<file path="src/fcs_pkg.sv">
package fcs_pkg;

    // ----------------------------------------------------------------
    // Source encodings
    // ----------------------------------------------------------------
    localparam logic [2:0] FCS_SRC_FRC     = 3'h0;
    localparam logic [2:0] FCS_SRC_FRC_PLL = 3'h1;
    localparam logic [2:0] FCS_SRC_PRI     = 3'h2;
    localparam logic [2:0] FCS_SRC_PRI_PLL = 3'h3;
    localparam logic [2:0] FCS_SRC_SEC     = 3'h4;
    localparam logic [2:0] FCS_SRC_LOW_POWER_RC    = 3'h5;

    // ----------------------------------------------------------------
    // Config fields and control bit positions
    // ----------------------------------------------------------------
    localparam logic [1:0] FCS_CFG_SW_ONLY    = 2'h1;
    localparam logic [1:0] FCS_CFG_SW_MON     = 2'h0;
    localparam int         FCS_BIT_SWREQ      = 0;
    localparam int         FCS_BIT_CFAIL      = 3;

    // ----------------------------------------------------------------
    // Keys
    // ----------------------------------------------------------------
    localparam logic [31:0] FCS_KEY1 = 32'hAA996655;
    localparam logic [31:0] FCS_KEY2 = 32'h556699AA;

    // ----------------------------------------------------------------
    // Timing, counted in low-power RC ticks, and reset values
    // ----------------------------------------------------------------
    localparam int         FCS_MON_WINDOW      = 4;
    localparam int         FCS_START_DELAY     = 16;
    localparam int         FCS_OST_TICKS       = 8;
    localparam logic [4:0] FCS_RST_PRIO        = 5'h00;
    // Only the fast RC is enabled out of reset
    localparam logic [5:0] FCS_RST_EN          = 6'h01;

    // Submodes of the primary oscillator
    localparam logic [1:0] FCS_SUB_EC = 2'h0;
    localparam logic [1:0] FCS_SUB_XT = 2'h1;
    localparam logic [1:0] FCS_SUB_HS = 2'h2;

    typedef enum logic [2:0] {
        FCS_IDLE, FCS_CMP, FCS_WAIT, FCS_HAND
    } fcs_state_t;

endpackage

</file>
<file path="src/fcs_fail_mon.sv">
`timescale 1ns/1ps
// Primary edge watchdog on the low-power RC tick
module fcs_fail_mon
    import fcs_pkg::*;
(
    // Clock and reset
    input  wire logic clk,
    input  wire logic rst,
    // Sampled inputs
    input  wire logic low_power_rc_tick,
    input  wire logic pri_edge,
    input  wire logic arm,
    // Result
    output logic      fail_q
);
    logic [3:0] win_q;

    // ------------------------------------------------------------
    // Window count; restarts on every primary edge
    // ------------------------------------------------------------
    always_ff @(posedge clk or posedge rst)
    begin
        if (rst)
        begin
            win_q  <= 4'h0;
            fail_q <= 1'b0;
        end
        else
        begin
            fail_q <= 1'b0;
            if (!arm || pri_edge)
                win_q <= 4'h0;
            else if (low_power_rc_tick)
            begin
                if (win_q == 4'(FCS_MON_WINDOW - 1))
                begin
                    win_q  <= 4'h0;
                    fail_q <= 1'b1;
                end
                else
                    win_q <= win_q + 4'h1;
            end
        end
    end

    win_fail_a: assert property (@(posedge clk) disable iff (rst)
        fail_q |-> $past(arm) && !$past(pri_edge)) else $error("fail without window expiry");
endmodule

</file>
<file path="src/fcs_top.sv">
`timescale 1ns/1ps
// Clock source selector with fail-safe monitor and switch sequencer
module fcs_top
    import fcs_pkg::*;
(
    // Clock and reset
    input  wire logic       clk,
    input  wire logic       rst,
    // Configuration words, static
    input  wire logic [1:0] switch_monitor_config,
    input  wire logic [2:0] default_source_config,
    input  wire logic [1:0] primary_submode_config,
    // Wake from sleep and start of monitor delay
    input  wire logic       wake_event,
    // Software register writes
    input  wire logic       key_wr,
    input  wire logic [31:0] key_data,
    input  wire logic       other_reg_acc,
    input  wire logic       ctl_wr,
    input  wire logic [2:0] ctl_new_source,
    input  wire logic       ctl_switch_req,
    input  wire logic       ctl_clr_fail,
    input  wire logic       irq_wr,
    input  wire logic       irq_enable_in,
    input  wire logic       irq_flag_clr,
    input  wire logic [2:0] irq_priority_in,
    input  wire logic [1:0] irq_subpriority_in,
    // Oscillator status
    input  wire logic       low_power_rc_tick,
    input  wire logic       pri_edge,
    input  wire logic [5:0] src_running,
    input  wire logic [5:0] src_in_use_other,
    input  wire logic       pll_lock_status,
    // Status and control out
    output logic [2:0]      current_source,
    output logic [2:0]      new_source,
    output logic            switch_request,
    output logic            clock_fail_flag,
    output logic            unlocked,
    output logic            fail_irq_enable,
    output logic            fail_irq_flag,
    output logic [2:0]      fail_irq_priority,
    output logic [1:0]      fail_irq_subpriority,
    output logic            fail_irq_req,
    output logic [5:0]      src_enable
);

    // ------------------------------------------------------------
    // Decodes
    // ------------------------------------------------------------
    function automatic logic is_pll(input logic [2:0] s);
        is_pll = (s == FCS_SRC_FRC_PLL) || (s == FCS_SRC_PRI_PLL);
    endfunction

    function automatic logic is_xtal(input logic [2:0] s, input logic [1:0] sub);
        is_xtal = ((s == FCS_SRC_PRI) || (s == FCS_SRC_PRI_PLL)) && (sub != FCS_SUB_EC)
                  || (s == FCS_SRC_SEC);
    endfunction

    // Switching enabled on 0x, monitor only on 00
    wire sw_en  = !switch_monitor_config[1];
    wire mon_en = (switch_monitor_config == FCS_CFG_SW_MON);
    // Primary is watched whether plain or with PLL
    wire on_pri = (current_source == FCS_SRC_PRI) ||
                  (current_source == FCS_SRC_PRI_PLL);
    wire need_delay = mon_en && is_xtal(current_source, primary_submode_config);

    // ------------------------------------------------------------
    // Unlock key sequence
    // ------------------------------------------------------------
    logic half_q;
    logic unl_d;
    logic half_d;
    always_comb
    begin
        unl_d  = unlocked;
        half_d = half_q;
        if (key_wr)
        begin
            half_d = (key_data == FCS_KEY1);
            unl_d  = half_q && (key_data == FCS_KEY2);
        end
        else if (other_reg_acc)
            half_d = 1'b0;
    end

    // ------------------------------------------------------------
    // Monitor start delay at wake
    // ------------------------------------------------------------
    logic [4:0] dly_q;
    logic       dly_run_q;
    logic       dly_pend_q;
    wire        arm = on_pri && mon_en && !dly_run_q && !dly_pend_q;
    wire        dly_exp = dly_run_q && low_power_rc_tick && (dly_q == 5'(FCS_START_DELAY - 1));
    wire        slow_fail = dly_exp && need_delay && !src_running[current_source];
    logic       mon_fail;

    fcs_fail_mon u_mon (
        .clk       (clk),
        .rst       (rst),
        .low_power_rc_tick (low_power_rc_tick),
        .pri_edge  (pri_edge),
        .arm       (arm),
        .fail_q    (mon_fail)
    );

    wire fail_ev = (mon_fail || slow_fail) && mon_en;

    // Delay starts at wake only; at reset release (pend) the fast RC is selected, so none starts
    always_ff @(posedge clk or posedge rst)
    begin
        if (rst)
        begin
            dly_pend_q <= 1'b1;
            dly_run_q  <= 1'b0;
            dly_q      <= 5'h00;
        end
        else
        begin
            dly_pend_q <= 1'b0;
            if ((dly_pend_q || wake_event) && need_delay)
            begin
                dly_run_q <= 1'b1;
                dly_q     <= 5'h00;
            end
            else if (dly_run_q && low_power_rc_tick)
            begin
                dly_q <= dly_q + 5'h01;
                if (dly_exp)
                    dly_run_q <= 1'b0;
            end
        end
    end

    // ------------------------------------------------------------
    // Switch sequencer, runs beside the core without stall
    // ------------------------------------------------------------
    fcs_state_t st_q;
    logic [3:0] ost_q;
    wire        target_run = src_running[new_source];
    wire        ready = is_pll(new_source) ? (pll_lock_status && target_run)
                      : is_xtal(new_source, primary_submode_config) ? (ost_q == 4'(FCS_OST_TICKS))
                      : target_run;
    wire        pll_pll = is_pll(new_source) && is_pll(current_source);

    always_ff @(posedge clk or posedge rst)
    begin
        if (rst)
        begin
            st_q <= FCS_IDLE;
            ost_q <= 4'h0;
        end
        else if (fail_ev || !sw_en)
            st_q <= FCS_IDLE;
        else
        begin
            case (st_q)
                FCS_IDLE:
                    if (switch_request)
                        st_q <= FCS_CMP;
                FCS_CMP:
                begin
                    ost_q <= 4'h0;
                    if (new_source == current_source || pll_pll)
                        st_q <= FCS_IDLE;
                    else
                        st_q <= FCS_WAIT;
                end
                FCS_WAIT:
                begin
                    // Holds here until a fail event if the source never comes up
                    if (target_run && low_power_rc_tick && ost_q != 4'(FCS_OST_TICKS))
                        ost_q <= ost_q + 4'h1;
                    if (ready)
                        st_q <= FCS_HAND;
                end
                FCS_HAND:
                    st_q <= FCS_IDLE;
                default:
                    st_q <= FCS_IDLE;
            endcase
        end
    end

    // ------------------------------------------------------------
    // Control and status registers
    // ------------------------------------------------------------
    wire ctl_ok = ctl_wr && unlocked;

    always_ff @(posedge clk or posedge rst)
    begin
        if (rst)
        begin
            current_source  <= FCS_SRC_FRC;
            new_source      <= FCS_SRC_FRC;
            switch_request  <= 1'b0;
            clock_fail_flag <= 1'b0;
            unlocked        <= 1'b0;
            half_q          <= 1'b0;
        end
        else
        begin
            unlocked  <= unl_d;
            half_q    <= half_d;
            if (!sw_en)
            begin
                current_source <= default_source_config;
                switch_request <= 1'b0;
            end
            else if (fail_ev)
            begin
                current_source <= FCS_SRC_FRC;
                switch_request <= 1'b0;
            end
            else
            begin
                if (ctl_ok)
                begin
                    new_source <= ctl_new_source;
                    if (ctl_switch_req)
                        switch_request <= 1'b1;
                end
                if (st_q == FCS_CMP && (new_source == current_source || pll_pll))
                    switch_request <= 1'b0;
                if (st_q == FCS_HAND)
                begin
                    current_source <= new_source;
                    switch_request <= 1'b0;
                end
            end
            // Set wins over a software clear in the same cycle
            if (fail_ev)
                clock_fail_flag <= 1'b1;
            else if (ctl_ok && ctl_clr_fail)
                clock_fail_flag <= 1'b0;
        end
    end

    // ------------------------------------------------------------
    // Interrupt flag, enable and priority
    // ------------------------------------------------------------
    always_ff @(posedge clk or posedge rst)
    begin
        if (rst)
        begin
            fail_irq_enable      <= 1'b0;
            fail_irq_flag        <= 1'b0;
            fail_irq_priority    <= FCS_RST_PRIO[4:2];
            fail_irq_subpriority <= FCS_RST_PRIO[1:0];
            fail_irq_req         <= 1'b0;
        end
        else
        begin
            if (irq_wr)
            begin
                fail_irq_enable      <= irq_enable_in;
                fail_irq_priority    <= irq_priority_in;
                fail_irq_subpriority <= irq_subpriority_in;
            end
            if (fail_ev)
                fail_irq_flag <= 1'b1;
            else if (irq_flag_clr)
                fail_irq_flag <= 1'b0;
            fail_irq_req <= (fail_irq_flag || fail_ev) && fail_irq_enable;
        end
    end

    // ------------------------------------------------------------
    // Oscillator enables; old source kept while others use it
    // ------------------------------------------------------------
    wire [5:0] src_en_d;
    genvar gi;
    generate
        for (gi = 0; gi < 6; gi++)
        begin : g_en
            // Target stays on through handover, so it never drops for a cycle
            assign src_en_d[gi] = (current_source == 3'(gi)) || src_in_use_other[gi]
                               || ((st_q == FCS_WAIT || st_q == FCS_HAND) && new_source == 3'(gi) && !fail_ev);
        end
    endgenerate

    // One register for all enables
    always_ff @(posedge clk or posedge rst)
    begin
        if (rst)
            src_enable <= FCS_RST_EN;
        else
            src_enable <= src_en_d;
    end

    // ------------------------------------------------------------
    // Checks
    // ------------------------------------------------------------
    fail_to_frc_a: assert property (@(posedge clk) disable iff (rst)
        fail_ev && sw_en |=> current_source == FCS_SRC_FRC && !switch_request && clock_fail_flag)
        else $error("fail did not move to fast RC");
    fail_flag_a: assert property (@(posedge clk) disable iff (rst)
        fail_ev |=> fail_irq_flag) else $error("irq flag not set");
    irq_gate_a: assert property (@(posedge clk) disable iff (rst)
        fail_irq_req |-> $past(fail_irq_enable)) else $error("irq without enable");
    sw_off_a: assert property (@(posedge clk) disable iff (rst)
        !sw_en && $past(!sw_en) |-> !switch_request) else $error("request set while disabled");
    redundant_a: assert property (@(posedge clk) disable iff (rst)
        st_q == FCS_CMP && new_source == current_source && sw_en && !fail_ev |=> !switch_request)
        else $error("redundant switch not aborted");
    pll_pll_a: assert property (@(posedge clk) disable iff (rst)
        st_q == FCS_CMP && pll_pll |=> st_q == FCS_IDLE) else $error("pll to pll allowed");
    hand_copy_a: assert property (@(posedge clk) disable iff (rst)
        st_q == FCS_HAND && sw_en && !fail_ev |=> current_source == $past(new_source) && !switch_request)
        else $error("handover wrong");
    lock_wait_a: assert property (@(posedge clk) disable iff (rst)
        st_q == FCS_WAIT && is_pll(new_source) && !pll_lock_status |=> st_q != FCS_HAND)
        else $error("handover before lock");
    unlock_a: assert property (@(posedge clk) disable iff (rst)
        $rose(unlocked) |-> $past(key_wr) && $past(key_data) == FCS_KEY2 && $past(half_q))
        else $error("unlock without key pair");
    no_relock_a: assert property (@(posedge clk) disable iff (rst)
        $fell(unlocked) |-> $past(key_wr)) else $error("relock without key write");
endmodule
</file>
<file path="config.mk">
export PLATFORM = sky130hd
export DESIGN_NAME = fcs_top
export DESIGN_NICKNAME = d
export VERILOG_FILES = /design/src/fcs_pkg.sv /design/src/fcs_fail_mon.sv /design/src/fcs_top.sv
export SDC_FILE = /design/constraint.sdc
export NUM_CORES = 1
export LEC_CHECK = 0
export ABC_AREA = 1
export BUFFER_PORTS_ARGS = -buffer_cell sky130_fd_sc_hd__clkbuf_2
export CELL_PAD_IN_SITES_DETAIL_PLACEMENT = 1
export CELL_PAD_IN_SITES_GLOBAL_PLACEMENT = 1
export CORE_MARGIN = 2
export CORE_UTILIZATION = 35
export CTS_CLUSTER_SIZE = 8
export DETAILED_ROUTE_END_ITERATION = 6
export GPL_TIMING_DRIVEN = 0
export PLACE_DENSITY_LB_ADDON = 0.1
export SLEW_MARGIN = 20
export SYNTH_ARGS = -nofsm -noshare
export SYNTH_HDL_FRONTEND = slang
export SYNTH_SLANG_ARGS = --single-unit
</file>
<file path="constraint.sdc">
create_clock -name clk -period 2.06 [get_ports clk]
set_clock_uncertainty 0.1 [all_clocks]
set_input_delay 0.103 -clock clk [delete_from_list [all_inputs] [get_ports clk]]
set_output_delay 0.103 -clock clk [all_outputs]
set_load 0.1 [all_outputs]
</file>
Yosys cells after proc, flatten, opt, wreduce, memory -nomap -nowiden
Cells that the tools add are included.
Word-level totals
  flip-flop bits (word level): 43
  bits in latches: 0
  RAM bits: 0
  bits in read-only memories: 0
  input port bits: 73
  output and inout bits: 23
  logic and storage cells: 172
  memories kept: 0
Cells by class
  add/subtract/negate cells: 3
  $mul: 0
  div/mod/pow operators: 0
  order comparisons: 2
  equality and inequality tests: 23
  shift operators: 0
  multiplexer cells: 39
  bitwise gates (word level): 3
  reduce and logical (&&, ||, !) cells: 83
Operators by type and width (number)
  $logic_and 1x1->1: 33
  $eq 32x31->1 const B: 1
  $eq 32x32->1 const B: 1
  $logic_or 1x1->1: 25
  $mux 1: 22
  $eq 3x2->1 const B: 6
  $mux 3: 6
  $mux 4: 4
  $reduce_bool 2->1: 8
  $eq 3x3->1 const B: 4
  $mux 5: 2
  $reduce_bool 5->1: 2
  $eq 3x1->1 const B: 3
  $logic_not 3->1: 3
  $pmux 3 s3: 1
  $add 4x1->4 const B: 2
  $lt 3x4->1 const B: 2
  $pmux 4 s2: 1
  $bmux 1 s3: 2
  $ne 3x3->1 const B: 2
  $reduce_and 2->1: 3
  $reduce_and 3->1: 2
  $add 5x1->5 const B: 1
  $eq 5x4->1 const B: 1
  other kinds (10): 16

Longest topological paths before layout
Gate-level depths: netlist of run 1.
  word-level depth: 12
  depth in mapped cells: 16
  mapped depth without buffers: 15

Cells and area by module
Synthesis of run 1 repeated with hierarchy kept, for this count alone.
Second synthesis, totals
  cell total of the unflattened synthesis: 356
  area total of the unflattened synthesis: 2651.3 um^2
Modules (own cells, without submodules)
  fcs_top: instances 1, cells an instance 320, area an instance 2382.3 um^2, seq. area each 928.4 um^2
  fcs_fail_mon: instances 1, cells an instance 36, area an instance 269.0 um^2, seq. area each 125.1 um^2

Worst setup path after synthesis of run 1
OpenSTA, ideal clock, no wires.
  kind: register -> register
  from: reg current_source[1]
  to: reg current_source[0]
  library setup time: 0.113 ns
  arrival: 2.018 ns
  required time: 1.847 ns
  path slack: -0.172 ns
  stages on the path, launching flop included: 16
  path buffers: 2
  period minus slack after synthesis: 2.232 ns
  cell sequence: dfrtp_1 > buf_6 > inv_4 > nor2_4 > nand2_1 > nand2_2 > nand2_1 > nor2_1 > nand2_1 > nand2_2 > nand2_4 > buf_6 > nand3_1 > nand2_1 > nand2_1 > inv_1
On the way
  cells in the longest elaborated chain, start to end: 11
  elaborated cells on any way between the ends: 17
  classes of those cells: eq/ne (3); mux (4); reduce/logical (10)
RTL lines
  from (decl): RTL line fcs_top.sv:35  | output logic [2:0] current_source,
  from (signal assigned): RTL line fcs_top.sv:207  | current_source <= default_source_config;
  from (signal assigned): RTL line fcs_top.sv:227  | current_source <= new_source;
  $eq 3x2->1: RTL line fcs_top.sv:56  | is_xtal = ((s == FCS_SRC_PRI) || (s == FCS_SRC_PRI_PLL)) && (sub != FCS_SUB_EC)
  $logic_or 1x1->1: RTL line fcs_top.sv:56
  $logic_and 1x1->1: RTL line fcs_top.sv:56
  $logic_or 1x1->1: RTL line fcs_top.sv:57  | || (s == FCS_SRC_SEC);
  $logic_and 1x1->1: RTL line fcs_top.sv:66  | wire need_delay = mon_en && is_xtal(current_source, primary_submode_config);
  $logic_and 1x1->1: RTL line fcs_top.sv:95  | wire slow_fail = dly_exp && need_delay && !src_running[current_source];
  $logic_and 1x1->1 *: RTL line fcs_top.sv:95
  $logic_or 1x1->1 *: RTL line fcs_top.sv:107  | wire fail_ev = (mon_fail || slow_fail) && mon_en;
  $logic_and 1x1->1 *: RTL line fcs_top.sv:107
  $mux 3: RTL line fcs_top.sv:210  | else if (fail_ev)
  $mux 3: RTL line fcs_top.sv:205  | if (!sw_en)
Mark *: on every way between the ends. The rest lies on a longest branch, timed or not. The select of a mux whose other input is x is not followed.
A chain may end at the register's enable or synchronous reset.

Worst setup path after layout of run 1
  from: reg dly_q[1]
  to: reg current_source[1]
On the way
  cells in the longest elaborated chain, start to end: 8
  elaborated cells on any way between the ends: 9
  classes of those cells: eq/ne (1); mux (2); reduce/logical (6)
RTL lines
  from (decl): RTL line fcs_top.sv:90  | logic [4:0] dly_q;
  from (signal assigned): RTL line fcs_top.sv:128  | dly_q <= dly_q + 5'h01;
  $eq 5x4->1 *: RTL line fcs_top.sv:94  | wire dly_exp = dly_run_q && low_power_rc_tick && (dly_q == 5'(FCS_START_DELAY - 1));
  $logic_and 1x1->1 *: RTL line fcs_top.sv:94
  $logic_and 1x1->1 * (2 in series): RTL line fcs_top.sv:95
  $logic_or 1x1->1 *: RTL line fcs_top.sv:107
  $logic_and 1x1->1 *: RTL line fcs_top.sv:107
  $mux 3: RTL line fcs_top.sv:210
  $mux 3: RTL line fcs_top.sv:205
Mark *: on every way between the ends. The rest lies on a longest branch, timed or not.

==> impl_metrics.csv, run 1 <==
group,metric,value,unit
final_layout,utilization,50.82,%
power_and_ir_drop,pwr-share-clk,21.9,%
detailed_routing,drt_iter0_markers,50,
final_layout,layoutNonFillerInstCount,590,
die,die_h,91.08,um
final_layout,area_growth,39.65,%
power_and_ir_drop,internal-power,0.001792,W
synthesis,synthesis.nets,441,
clock_network,cts_buffer_depth,2,
setup_path,reg2reg_setup_slack,-0.03,ns
detailed_routing,num_vias,2788,
final_layout,n_antenna_cell,0,
global_routing,grt_pass1_wl,13080,um
power_and_ir_drop,power,0.003101,W
detailed_routing,viasPerCell,4.725,
synthesis,synth_ff_type,"dfrtp_1",
die,core_area,7292,um^2
clock_network,clock-sinks,42,
placement,gp_congestion,0.7871,
power_and_ir_drop,p_sw,0.001310,W
setup_path,critPathBufInv,4,
outcome,violations,"setup timing",
hold_path,holdPathStages,5,
detailed_routing,drtPass1Iterations,4,
sta,finalWorstSetupSlack,-0.03196,ns
global_routing,antenna_found_initial,0,
die,start_util,36.39,%
sta,clock.fmax,478.0,MHz
global_routing,gr-total-overflow,0,
global_routing,grtUsageTotal,19.21,%
setup_path,worstSetupPathType,"reg -> reg",
sta,slew_violations,0,
run,drv_cap,0,
setup_path,start_kind,"register",
setup_path,crit_path_start,"dly_q[1]",
power_and_ir_drop,peakVddDrop,0.0003620,V
clock_network,cts_made_buffers,5,
detailed_routing,wl_per_cell,13.37,um
placement,dp_hpwl,6025,um
sta,report.final.setup_viol,3,
setup_path,r2r-end,"current_source[1]",
detailed_routing,ant_nets,0,
sta,relSlewSlack,63.57,%
outcome,status,"complete, but fails checks",
final_layout,drive_above_1_share,31.77,%
setup_path,r2r-start,"dly_q[1]",
hold_path,holdPathEnd,"current_source[1]",
setup_path,critical_path.top_delay_family,"simple AND/OR/NAND/NOR gates",
sta,hold_violations,0,
power_and_ir_drop,pwr-share-comb,43.9,%
detailed_routing,drcViolationCount,0,
power_and_ir_drop,powerDensity,836.8,nW/um^2
setup_path,critical-path-slowest-cell,"dfrtp_1",
setup_path,cp.depth,16,
hold_path,hold_start,"default_source_config[1]",
clock_network,htreeDepth,2,
die,die_w,91.08,um
setup_path,required,2.18,ns
die,std_cell_rows,31,
sta,rsz0062_at_grt,"true",
synthesis,syn_avg_cell_area,7.392,um^2
setup_path,worstPathArrival,2.22,ns
sta,fin_tns_setup,-0.05983,ns
synthesis,ys_seq_area_share,39.70,%
clock_network,root_buffer,"clkbuf_8",
global_routing,grt_pass1_vias,2927,
setup_path,cp-end-kind,"register",
sta,tightest_slew,0.5488,ns
sta,finalCriticalPeriod,2.092,ns
synthesis,synth-edff-count,0,
setup_path,ff2ff_path_depth,16,
clock_network,cts_tree,"built",
placement,dp_cells,553,
synthesis,synth_async_sr_flop_share,100.0,%
die,die_area,8295,um^2
synthesis,ys_seq_elements,42,
setup_path,path_cells,"ha_2 > nand2_2 > nor2_2 > ha_2 > inv_2 > nor2_2 > nand3_1 > nor2_1 > nand2_1 > nand2_2 > nand2_4 > buf_8 > buf_6 > nand4_1 > nand2_1 > inv_1",
detailed_routing,wirelength,7889,um
placement,io_buffers,94,
die,io_pins,96,
clock_network,insertion_delay,0.29,ns
global_routing,grt_max_degree,25,
setup_path,cp_slowest_stage_delay,0.37,ns
power_and_ir_drop,power.leakage,1.976,nW
final_layout,fin_nets,572,
hold_path,hold_path_class,"in -> reg",
synthesis,netlist_area,2654,um^2
sta,period_share,101.6,%
synthesis,ys_warn_count,0,
power_and_ir_drop,swShare,42.23,%
power_and_ir_drop,p_seq_share,34.2,%
clock_network,clkTransAtPathRegs,0.09,ns
setup_path,crit_fanout,6,
synthesis,syn_inst,359,
synthesis,synth.distinct_cells,36,
## routing by layer
metal  share of wire [%]  up-vias  global-route usage, %
li1                    -     1406                      -
met1                  43     1295                  22.76
met2                  51       77                  36.05
met3                 4.0       10                  2.490
met4                 1.7        0                  5.429
met5                   0        -                      0
## worst min-delay path, stage by stage
cell,delay [ns]
clkbuf_2,0.08
nand2_1,0.04
nand2_1,0.05
nand2_1,0.06
inv_1,0.04
## cell usage after synthesis (4+ instances only)
master   instances  area share (%)
ha_1             9             4.2
dfrtp_1         40              38
nor2_1          23             3.3
nor3_1           4            0.75
xnor2_1          4             1.3
nor4_1           8             1.9
inv_1           59             8.3
o21ai_0         16             3.0
nand3_1         26             4.9
mux2_2           5             2.1
nand2_1        100              14
a21oi_1          9             1.7
nand4_1         15             3.5
## cell type report
| cell class | count | area (um^2) |
|---|---|---|
| flip-flops and latches | 42 | 1061 |
| well taps | 99 | 123.9 |
| multi-input cells | 246 | 1331 |
| clock buffers | 7 | 86.33 |
| repair buffers | 124 | 767.0 |
| inverters | 62 | 235.2 |
| fillers | 962 | 3586 |
| plain buffers | 9 | 71.32 |
| clock inverters | 1 | 30.03 |
## kinds of logic (layout without fill, tap and decap cells)
| kind of cell | Yosys count | count (layout) | synth area share [%] |
|---|---|---|---|
| simple gates | 193 | 193 | 33.71 |
| buf+inv | 71 | 203 | 11.41 |
| flops | 42 | 42 | 39.70 |
| compound gates | 31 | 31 | 6.365 |
| fa+ha+maj | 9 | 9 | 4.243 |
| xor+xnor | 7 | 7 | 2.310 |
| mux | 5 | 5 | 2.121 |
| other cells | 1 | 1 | 0.1413 |
## per-stage QoR
step	area, um^2	hold slack (ns)	worst slack, ns
after floorplan	2661	0.09945	0.1060
after global placement	3256	0.1944	-0.1068
after detailed placement	3276	0.004518	-0.1272
after CTS	3631	0.01199	0.009300
after global routing	3706	0.04612	-0.1845
final	3706	0.02279	-0.03196
## registers in the layout, summed over array words and instances (netlist names), 2 cells and up
name and cells:
st_q 2, fail_irq_subpriority 2, dly_q 5, u_mon.win_q 4, new_source 3, current_source 3, fail_irq_priority 3, src_enable 6
ost_q 4
## worst max-delay path by stage
| stage | to |
|---|---|
| 6_report | current_source[1] |
| 5_1_grt | current_source[2] |
| 4_1_cts | current_source[2] |
| 3_5_place_dp | new_source[1] |
| 3_3_place_gp | new_source[2] |
| 2_1_floorplan | current_source[0] |
## layout by cell type (no fill, tap or decap), types with 2 or more instances in the layout
cell and count:
xnor2_1 4, buf_6 3, o21ai_0 14, a21oi_2 2, inv_1 57, clkbuf_1 2, ha_2 2, clkbuf_8 6
nand3b_1 3, nor4_1 8, a31oi_1 2, dfstp_2 2, mux2_2 5, clkbuf_2 94, ha_1 7, dlygate4sd3_1 22
nand4_1 15, nor3_1 4, xor2_1 3, dfrtp_1 34, a21oi_1 7, dfrtp_2 6, buf_2 3, nor2_1 21
nand3_1 26, and3_1 2, nor2_2 3, inv_2 4, buf_4 8, or2_2 2, nand2_1 97, nor2_4 3
nand2_2 4, nand2_4 3
## power groups by stage
| stage | clock, W | sequential, W | combinational (W) |
|---|---|---|---|
| 2_1_floorplan | 0 | 0.00140 | 0.000622 |
| 3_3_place_gp | 0 | 0.00107 | 0.00123 |
| 3_5_place_dp | 0 | 0.00108 | 0.00127 |
| 4_1_cts | 0.000706 | 0.00106 | 0.00134 |
| 5_1_grt | 0.000733 | 0.00108 | 0.00151 |
| 6_report | 0.000680 | 0.00106 | 0.00136 |
## repair_timing
| item | CTS | global route |
|---|---|---|
| hold buffers | 22 | 0 |
| buffers inserted | 2 | 5 |
| endpoints found under the hold margin | 38 | 0 |
| gates resized for setup | 1 | 17 |
| pin swaps | 0 | 10 |
| setup endpoints to repair | 6 | 18 |
| gates cloned | 0 | 0 |
No activity file was read; power rests on OpenSTA's default activity.
==> run 2, diff against run 1 <==
PLACE_DENSITY = 0.91   (was default)
PLACE_DENSITY_LB_ADDON = default   (was 0.1)
==> impl_metrics.csv, run 2 (synthesized netlist as in run 1, its figures left out) <==
group,metric,value,unit
detailed_routing,drcViolationCount,0,
clock_network,cts_made_buffers,5,
final_layout,multiInputGateArea,1354,um^2
detailed_routing,viasPerCell,5.162,
final_layout,final_cell_mix,"nand2_1, clkbuf_2, inv_1",
final_layout,fillers,948,
global_routing,antenna_found_initial,0,
clock_network,clkTransAtPathRegs,0.10,ns
final_layout,seq_area,1061,um^2
global_routing,grt_max_degree,26,
final_layout,layoutNonFillerInstCount,593,
outcome,status,"complete, but fails checks",
setup_path,cp_slowest_stage_delay,0.38,ns
die,start_util,36.39,%
die,std_cell_rows,31,
die,die_w,91.08,um
die,die_area,8295,um^2
detailed_routing,wirelength,10800,um
hold_path,hold_path_class,"in -> reg",
final_layout,postLayoutCellArea,3747,um^2
sta,relSlewSlack,63.00,%
sta,clock.fmax,451.8,MHz
final_layout,n_antenna_cell,0,
setup_path,required,2.14,ns
final_layout,area_growth,41.21,%
sta,tightest_slew,0.5574,ns
detailed_routing,wl_per_cell,18.22,um
die,io_pins,96,
setup_path,crit_fanout,5,
global_routing,grt_pass1_wl,16350,um
placement,gp_congestion,0.8699,
placement,dp_cells,553,
setup_path,critical-path-slowest-cell,"dfrtp_1",
setup_path,worstPathArrival,2.30,ns
final_layout,largestRegisters,"src_enable x6, dly_q x5",
outcome,violations,"setup timing",
detailed_routing,drt_iter0_markers,183,
setup_path,start_kind,"register",
die,die_h,91.08,um
power_and_ir_drop,peakVddDrop,0.0002766,V
final_layout,largest_register_ffs,6,
die,core_area,7292,um^2
sta,fin_tns_setup,-1.823,ns
placement,dpl_cell_area,3276,um^2
sta,report.final.setup_viol,19,
sta,hold_ws,0.04578,ns
setup_path,cp-end-kind,"register",
sta,slew_violations,0,
clock_network,cts_buffer_depth,2,
global_routing,grtUsageTotal,24.91,%
detailed_routing,num_vias,3061,
sta,period_share,107.4,%
placement,dp_hpwl,6480,um
final_layout,mostFrequentLayoutCell,"nand2_1",
final_layout,regMostFlops,"src_enable",
placement,io_buffers,94,
setup_path,path_cells,"ha_2 > nand2_2 > nor2_2 > ha_2 > inv_2 > nor2_2 > nand3_1 > nor2_1 > nand2_1 > nand2_2 > nand2_4 > buf_8 > nand3_2 > nand3b_1",
power_and_ir_drop,powerDensity,832.6,nW/um^2
final_layout,drive_above_1_share,32.39,%
sta,rsz0062_at_grt,"true",
final_layout,fin_nets,575,
clock_network,root_buffer,"clkbuf_8",
sta,finalCriticalPeriod,2.213,ns
detailed_routing,ant_nets,0,
power_and_ir_drop,power.leakage,1.994,nW
global_routing,gr-total-overflow,0,
clock_network,htreeDepth,2,
sta,finalWorstSetupSlack,-0.1533,ns
setup_path,worstSetupPathType,"reg -> reg",
setup_path,ff2ff_path_depth,14,
hold_path,holdPathStages,4,
run,drv_cap,0,
global_routing,grt_pass1_vias,3328,
clock_network,clock-sinks,42,
detailed_routing,drtPass1Iterations,5,
clock_network,insertion_delay,0.32,ns
clock_network,cts_tree,"built",
sta,hold_violations,0,
[run 2: through the flow]
step / power [W] / worst slack [ns] / util [%]
finish: 0.003120 / -0.1533 / 51.39
floorplan: 0.002023 / 0.1060 / -
global route: 0.003277 / -0.2639 / 51.39
CTS: 0.002999 / -0.02626 / 49.66
detailed placement: 0.002364 / -0.1129 / 44.92
global placement: 0.002284 / -0.03730 / 44.65
[run 2: final cells by class]
type | count | area share [%]
clock buffer | 6 | 1.937
inverter | 62 | 6.277
sequential | 42 | 28.31
multi-input combinational | 246 | 36.13
buffer | 9 | 1.903
clock inverter | 2 | 0.3673
timing repair buffer | 127 | 21.77
tap | 99 | 3.306
[run 2: worst paths after layout]
| kind | slack [ns] | endpoint | startpoint |
|---|---|---|---|
| setup / recovery | -0.15 | src_enable[2] | dly_q[0] |
| hold / removal | 0.05 | switch_request | ctl_switch_req |
| setup reg to reg | -0.15 | src_enable[2] | dly_q[0] |
| hold reg to reg | 0.41 | half_q | half_q |
| max in group asynchronous | 1.01 | dly_pend_q | rst |
| min in group asynchronous | 0.26 | src_enable[2] | rst |
[run 2: what timing repair did]
item	in CTS	in global routing
endpoints found under the setup margin	11	22
pin swaps	0	10
setup buffers	2	5
hold buffers	24	0
hold endpoints to repair	40	0
resized for setup	1	20
cloned	0	1
[run 2: power by group]
| group | switching, W | leakage (nW) | internal, W |
|---|---|---|---|
| registers | 0.000109 | 0.524 | 0.000961 |
| clock network | 0.000325 | 0.0452 | 0.000240 |
| logic | 0.00103 | 1.43 | 0.000450 |
[run 2: per-layer routing]
| layer | GRT usage, % | vias up | part of all wire [%] |
|---|---|---|---|
| li1 | - | 1410 | - |
| met1 | 26.26 | 1464 | 36 |
| met2 | 48.89 | 152 | 54 |
| met5 | 0 | - | 0 |
| met3 | 3.817 | 35 | 5.8 |
| met4 | 9.596 | 0 | 3.7 |
[run 2: critical path, delay by kind of cell, from the launching register on]
kind / cells / cell delay [ns]
buf+inv: 2 / 0.20
simple gates: 10 / 1.02
flops: 1 / 0.38
fa+ha+maj: 2 / 0.38
==> run 3, diff against run 2 <==
TNS_END_PERCENT = 30   (was default)
==> impl_metrics.csv, run 3 (synthesized netlist as in run 1, its figures left out) <==
group,metric,value,unit
detailed_routing,drtPass1Iterations,4,
final_layout,largest_register_ffs,6,
final_layout,drive_above_1_share,31.85,%
setup_path,cp-end-kind,"register",
clock_network,clock-sinks,42,
final_layout,layoutNonFillerInstCount,592,
sta,finalWorstSetupSlack,-0.1386,ns
placement,gp_congestion,0.8318,
sta,rsz0062_at_grt,"true",
power_and_ir_drop,p_seq_share,33.1,%
hold_path,hold_path_class,"in -> reg",
setup_path,required,2.20,ns
setup_path,r2r-start,"dly_q[0]",
setup_path,crit_fanout,6,
global_routing,grtUsageTotal,22.96,%
power_and_ir_drop,power.leakage,1.997,nW
placement,dp_cells,553,
final_layout,area_growth,41.96,%
global_routing,grt_pass1_wl,15010,um
global_routing,gr-total-overflow,0,
clock_network,cts_buffer_depth,2,
final_layout,postLayoutCellArea,3767,um^2
run,drv_cap,0,
final_layout,mostFrequentLayoutCell,"nand2_1",
power_and_ir_drop,pwr-share-comb,45.1,%
final_layout,regMostFlops,"src_enable",
setup_path,r2r-end,"current_source[2]",
detailed_routing,wl_per_cell,16.35,um
placement,io_buffers,94,
power_and_ir_drop,powerDensity,862.5,nW/um^2
clock_network,insertion_delay,0.31,ns
setup_path,ff2ff_path_depth,16,
sta,relSlewSlack,62.90,%
die,die_area,8295,um^2
clock_network,cts_tree,"built",
final_layout,n_antenna_cell,0,
detailed_routing,wirelength,9680,um
die,die_h,91.08,um
outcome,violations,"setup timing",
power_and_ir_drop,peakVddDrop,0.0003338,V
sta,finalCriticalPeriod,2.199,ns
clock_network,clkTransAtPathRegs,0.09,ns
setup_path,crit_path_start,"dly_q[0]",
detailed_routing,ant_nets,0,
die,io_pins,96,
detailed_routing,drt_iter0_markers,83,
clock_network,root_buffer,"clkbuf_8",
global_routing,grt_max_degree,25,
sta,hold_ws,0.05233,ns
sta,clock.fmax,454.8,MHz
die,std_cell_rows,31,
detailed_routing,viasPerCell,4.995,
final_layout,largestRegisters,"src_enable x6, dly_q x5",
placement,pre_cts_slack,-0.1556,ns
setup_path,worstPathArrival,2.34,ns
setup_path,reg2reg_setup_slack,-0.14,ns
setup_path,start_kind,"register",
detailed_routing,drcViolationCount,0,
sta,report.final.setup_viol,19,
global_routing,grt_pass1_vias,3199,
setup_path,crit_end,"current_source[2]",
clock_network,cts_made_buffers,5,
clock_network,htreeDepth,2,
power_and_ir_drop,swShare,43.94,%
power_and_ir_drop,p_sw,0.001428,W
power_and_ir_drop,pwr-share-clk,21.8,%
die,core_area,7292,um^2
sta,period_share,106.7,%
placement,dp_hpwl,6418,um
die,die_w,91.08,um
final_layout,fin_nets,574,
setup_path,worstSetupPathType,"reg -> reg",
final_layout,final_cell_mix,"nand2_1, clkbuf_2, inv_1",
final_layout,fillers,947,
detailed_routing,num_vias,2957,
power_and_ir_drop,internal-power,0.001822,W
placement,dpl_cell_area,3279,um^2
die,start_util,36.39,%
sta,tightest_slew,0.5589,ns
sta,hold_violations,0,
outcome,status,"complete, but fails checks",
global_routing,antenna_found_initial,0,
sta,slew_violations,0,
run 3: routing by layer:
metal,track usage (%),vias up,part of all wire [%]
li1,-,1412,-
met3,3.071,20,3.9
met2,46.05,98,54
met4,9.722,0,3.0
met5,0,-,0
met1,23.28,1427,39
run 3: cell type report:
class / instances / area [um^2] / share of cell area [%]
inverter: 62 / 235.2 / 6.244
clock inverter: 1 / 30.03 / 0.7971
buffer: 9 / 71.32 / 1.893
timing repair buffer: 126 / 794.5 / 21.09
sequential: 42 / 1057 / 28.06
tap: 99 / 123.9 / 3.288
multi-input combinational: 246 / 1369 / 36.33
clock buffer: 7 / 86.33 / 2.292
run 3: worst min-delay path by stage:
| stage | startpoint | to | slack (ns) | cells past startpoint |
|---|---|---|---|---|
| floorplan | irq_flag_clr | fail_irq_flag | 0.1 | 1 |
| global placement | irq_flag_clr | fail_irq_flag | 0.19 | 2 |
| detailed placement | rst | fail_irq_subpriority[0] | 0.02 | 2 |
| CTS | ctl_wr | clock_fail_flag | 0.03 | 4 |
| global route | ctl_switch_req | switch_request | 0.06 | 4 |
| finish | key_data[4] | half_q | 0.05 | 5 |
run 3: repair_timing:
action / 4_1_cts / 5_1_grt
endpoints found under the hold margin: 40 / 0
gates resized for setup: 2 / 24
pin swaps: 0 / 10
hold buffers: 24 / 0
endpoints found under the setup margin: 16 / 22
buffers inserted: 2 / 5
run 3: power groups by stage:
stage          clock network (W)  registers (W)  logic (W)
2_1_floorplan                  0        0.00140   0.000622
3_3_place_gp                   0        0.00107    0.00121
3_5_place_dp                   0        0.00108    0.00127
4_1_cts                 0.000709        0.00106    0.00135
5_1_grt                 0.000739        0.00109    0.00158
6_report                0.000707        0.00108    0.00147
run 3: critical path, cell delays in order (launching register included):
cell     delay (ns)
dfrtp_1        0.38
ha_2           0.21
nand2_2        0.07
nor2_4         0.11
ha_2           0.17
inv_2          0.05
nor2_4         0.08
nand3_2        0.10
nor2_2         0.14
nand2_1        0.07
nand2_2        0.09
nand2_4        0.10
buf_8          0.15
buf_6          0.13
nand4_1        0.08
nand2_1        0.06
inv_1          0.04
run 3: stage by stage:
step | TNS, ns | total power (W) | util (%)
after CTS | -0.2643 | 0.003124 | 50.15
after detailed placement | -0.7166 | 0.002353 | 44.97
after global placement | -0.1448 | 0.002277 | 44.60
after global routing | -3.786 | 0.003413 | 51.66
final | -0.9052 | 0.003249 | 51.66
after floorplan | -0.5138 | 0.002022 | -
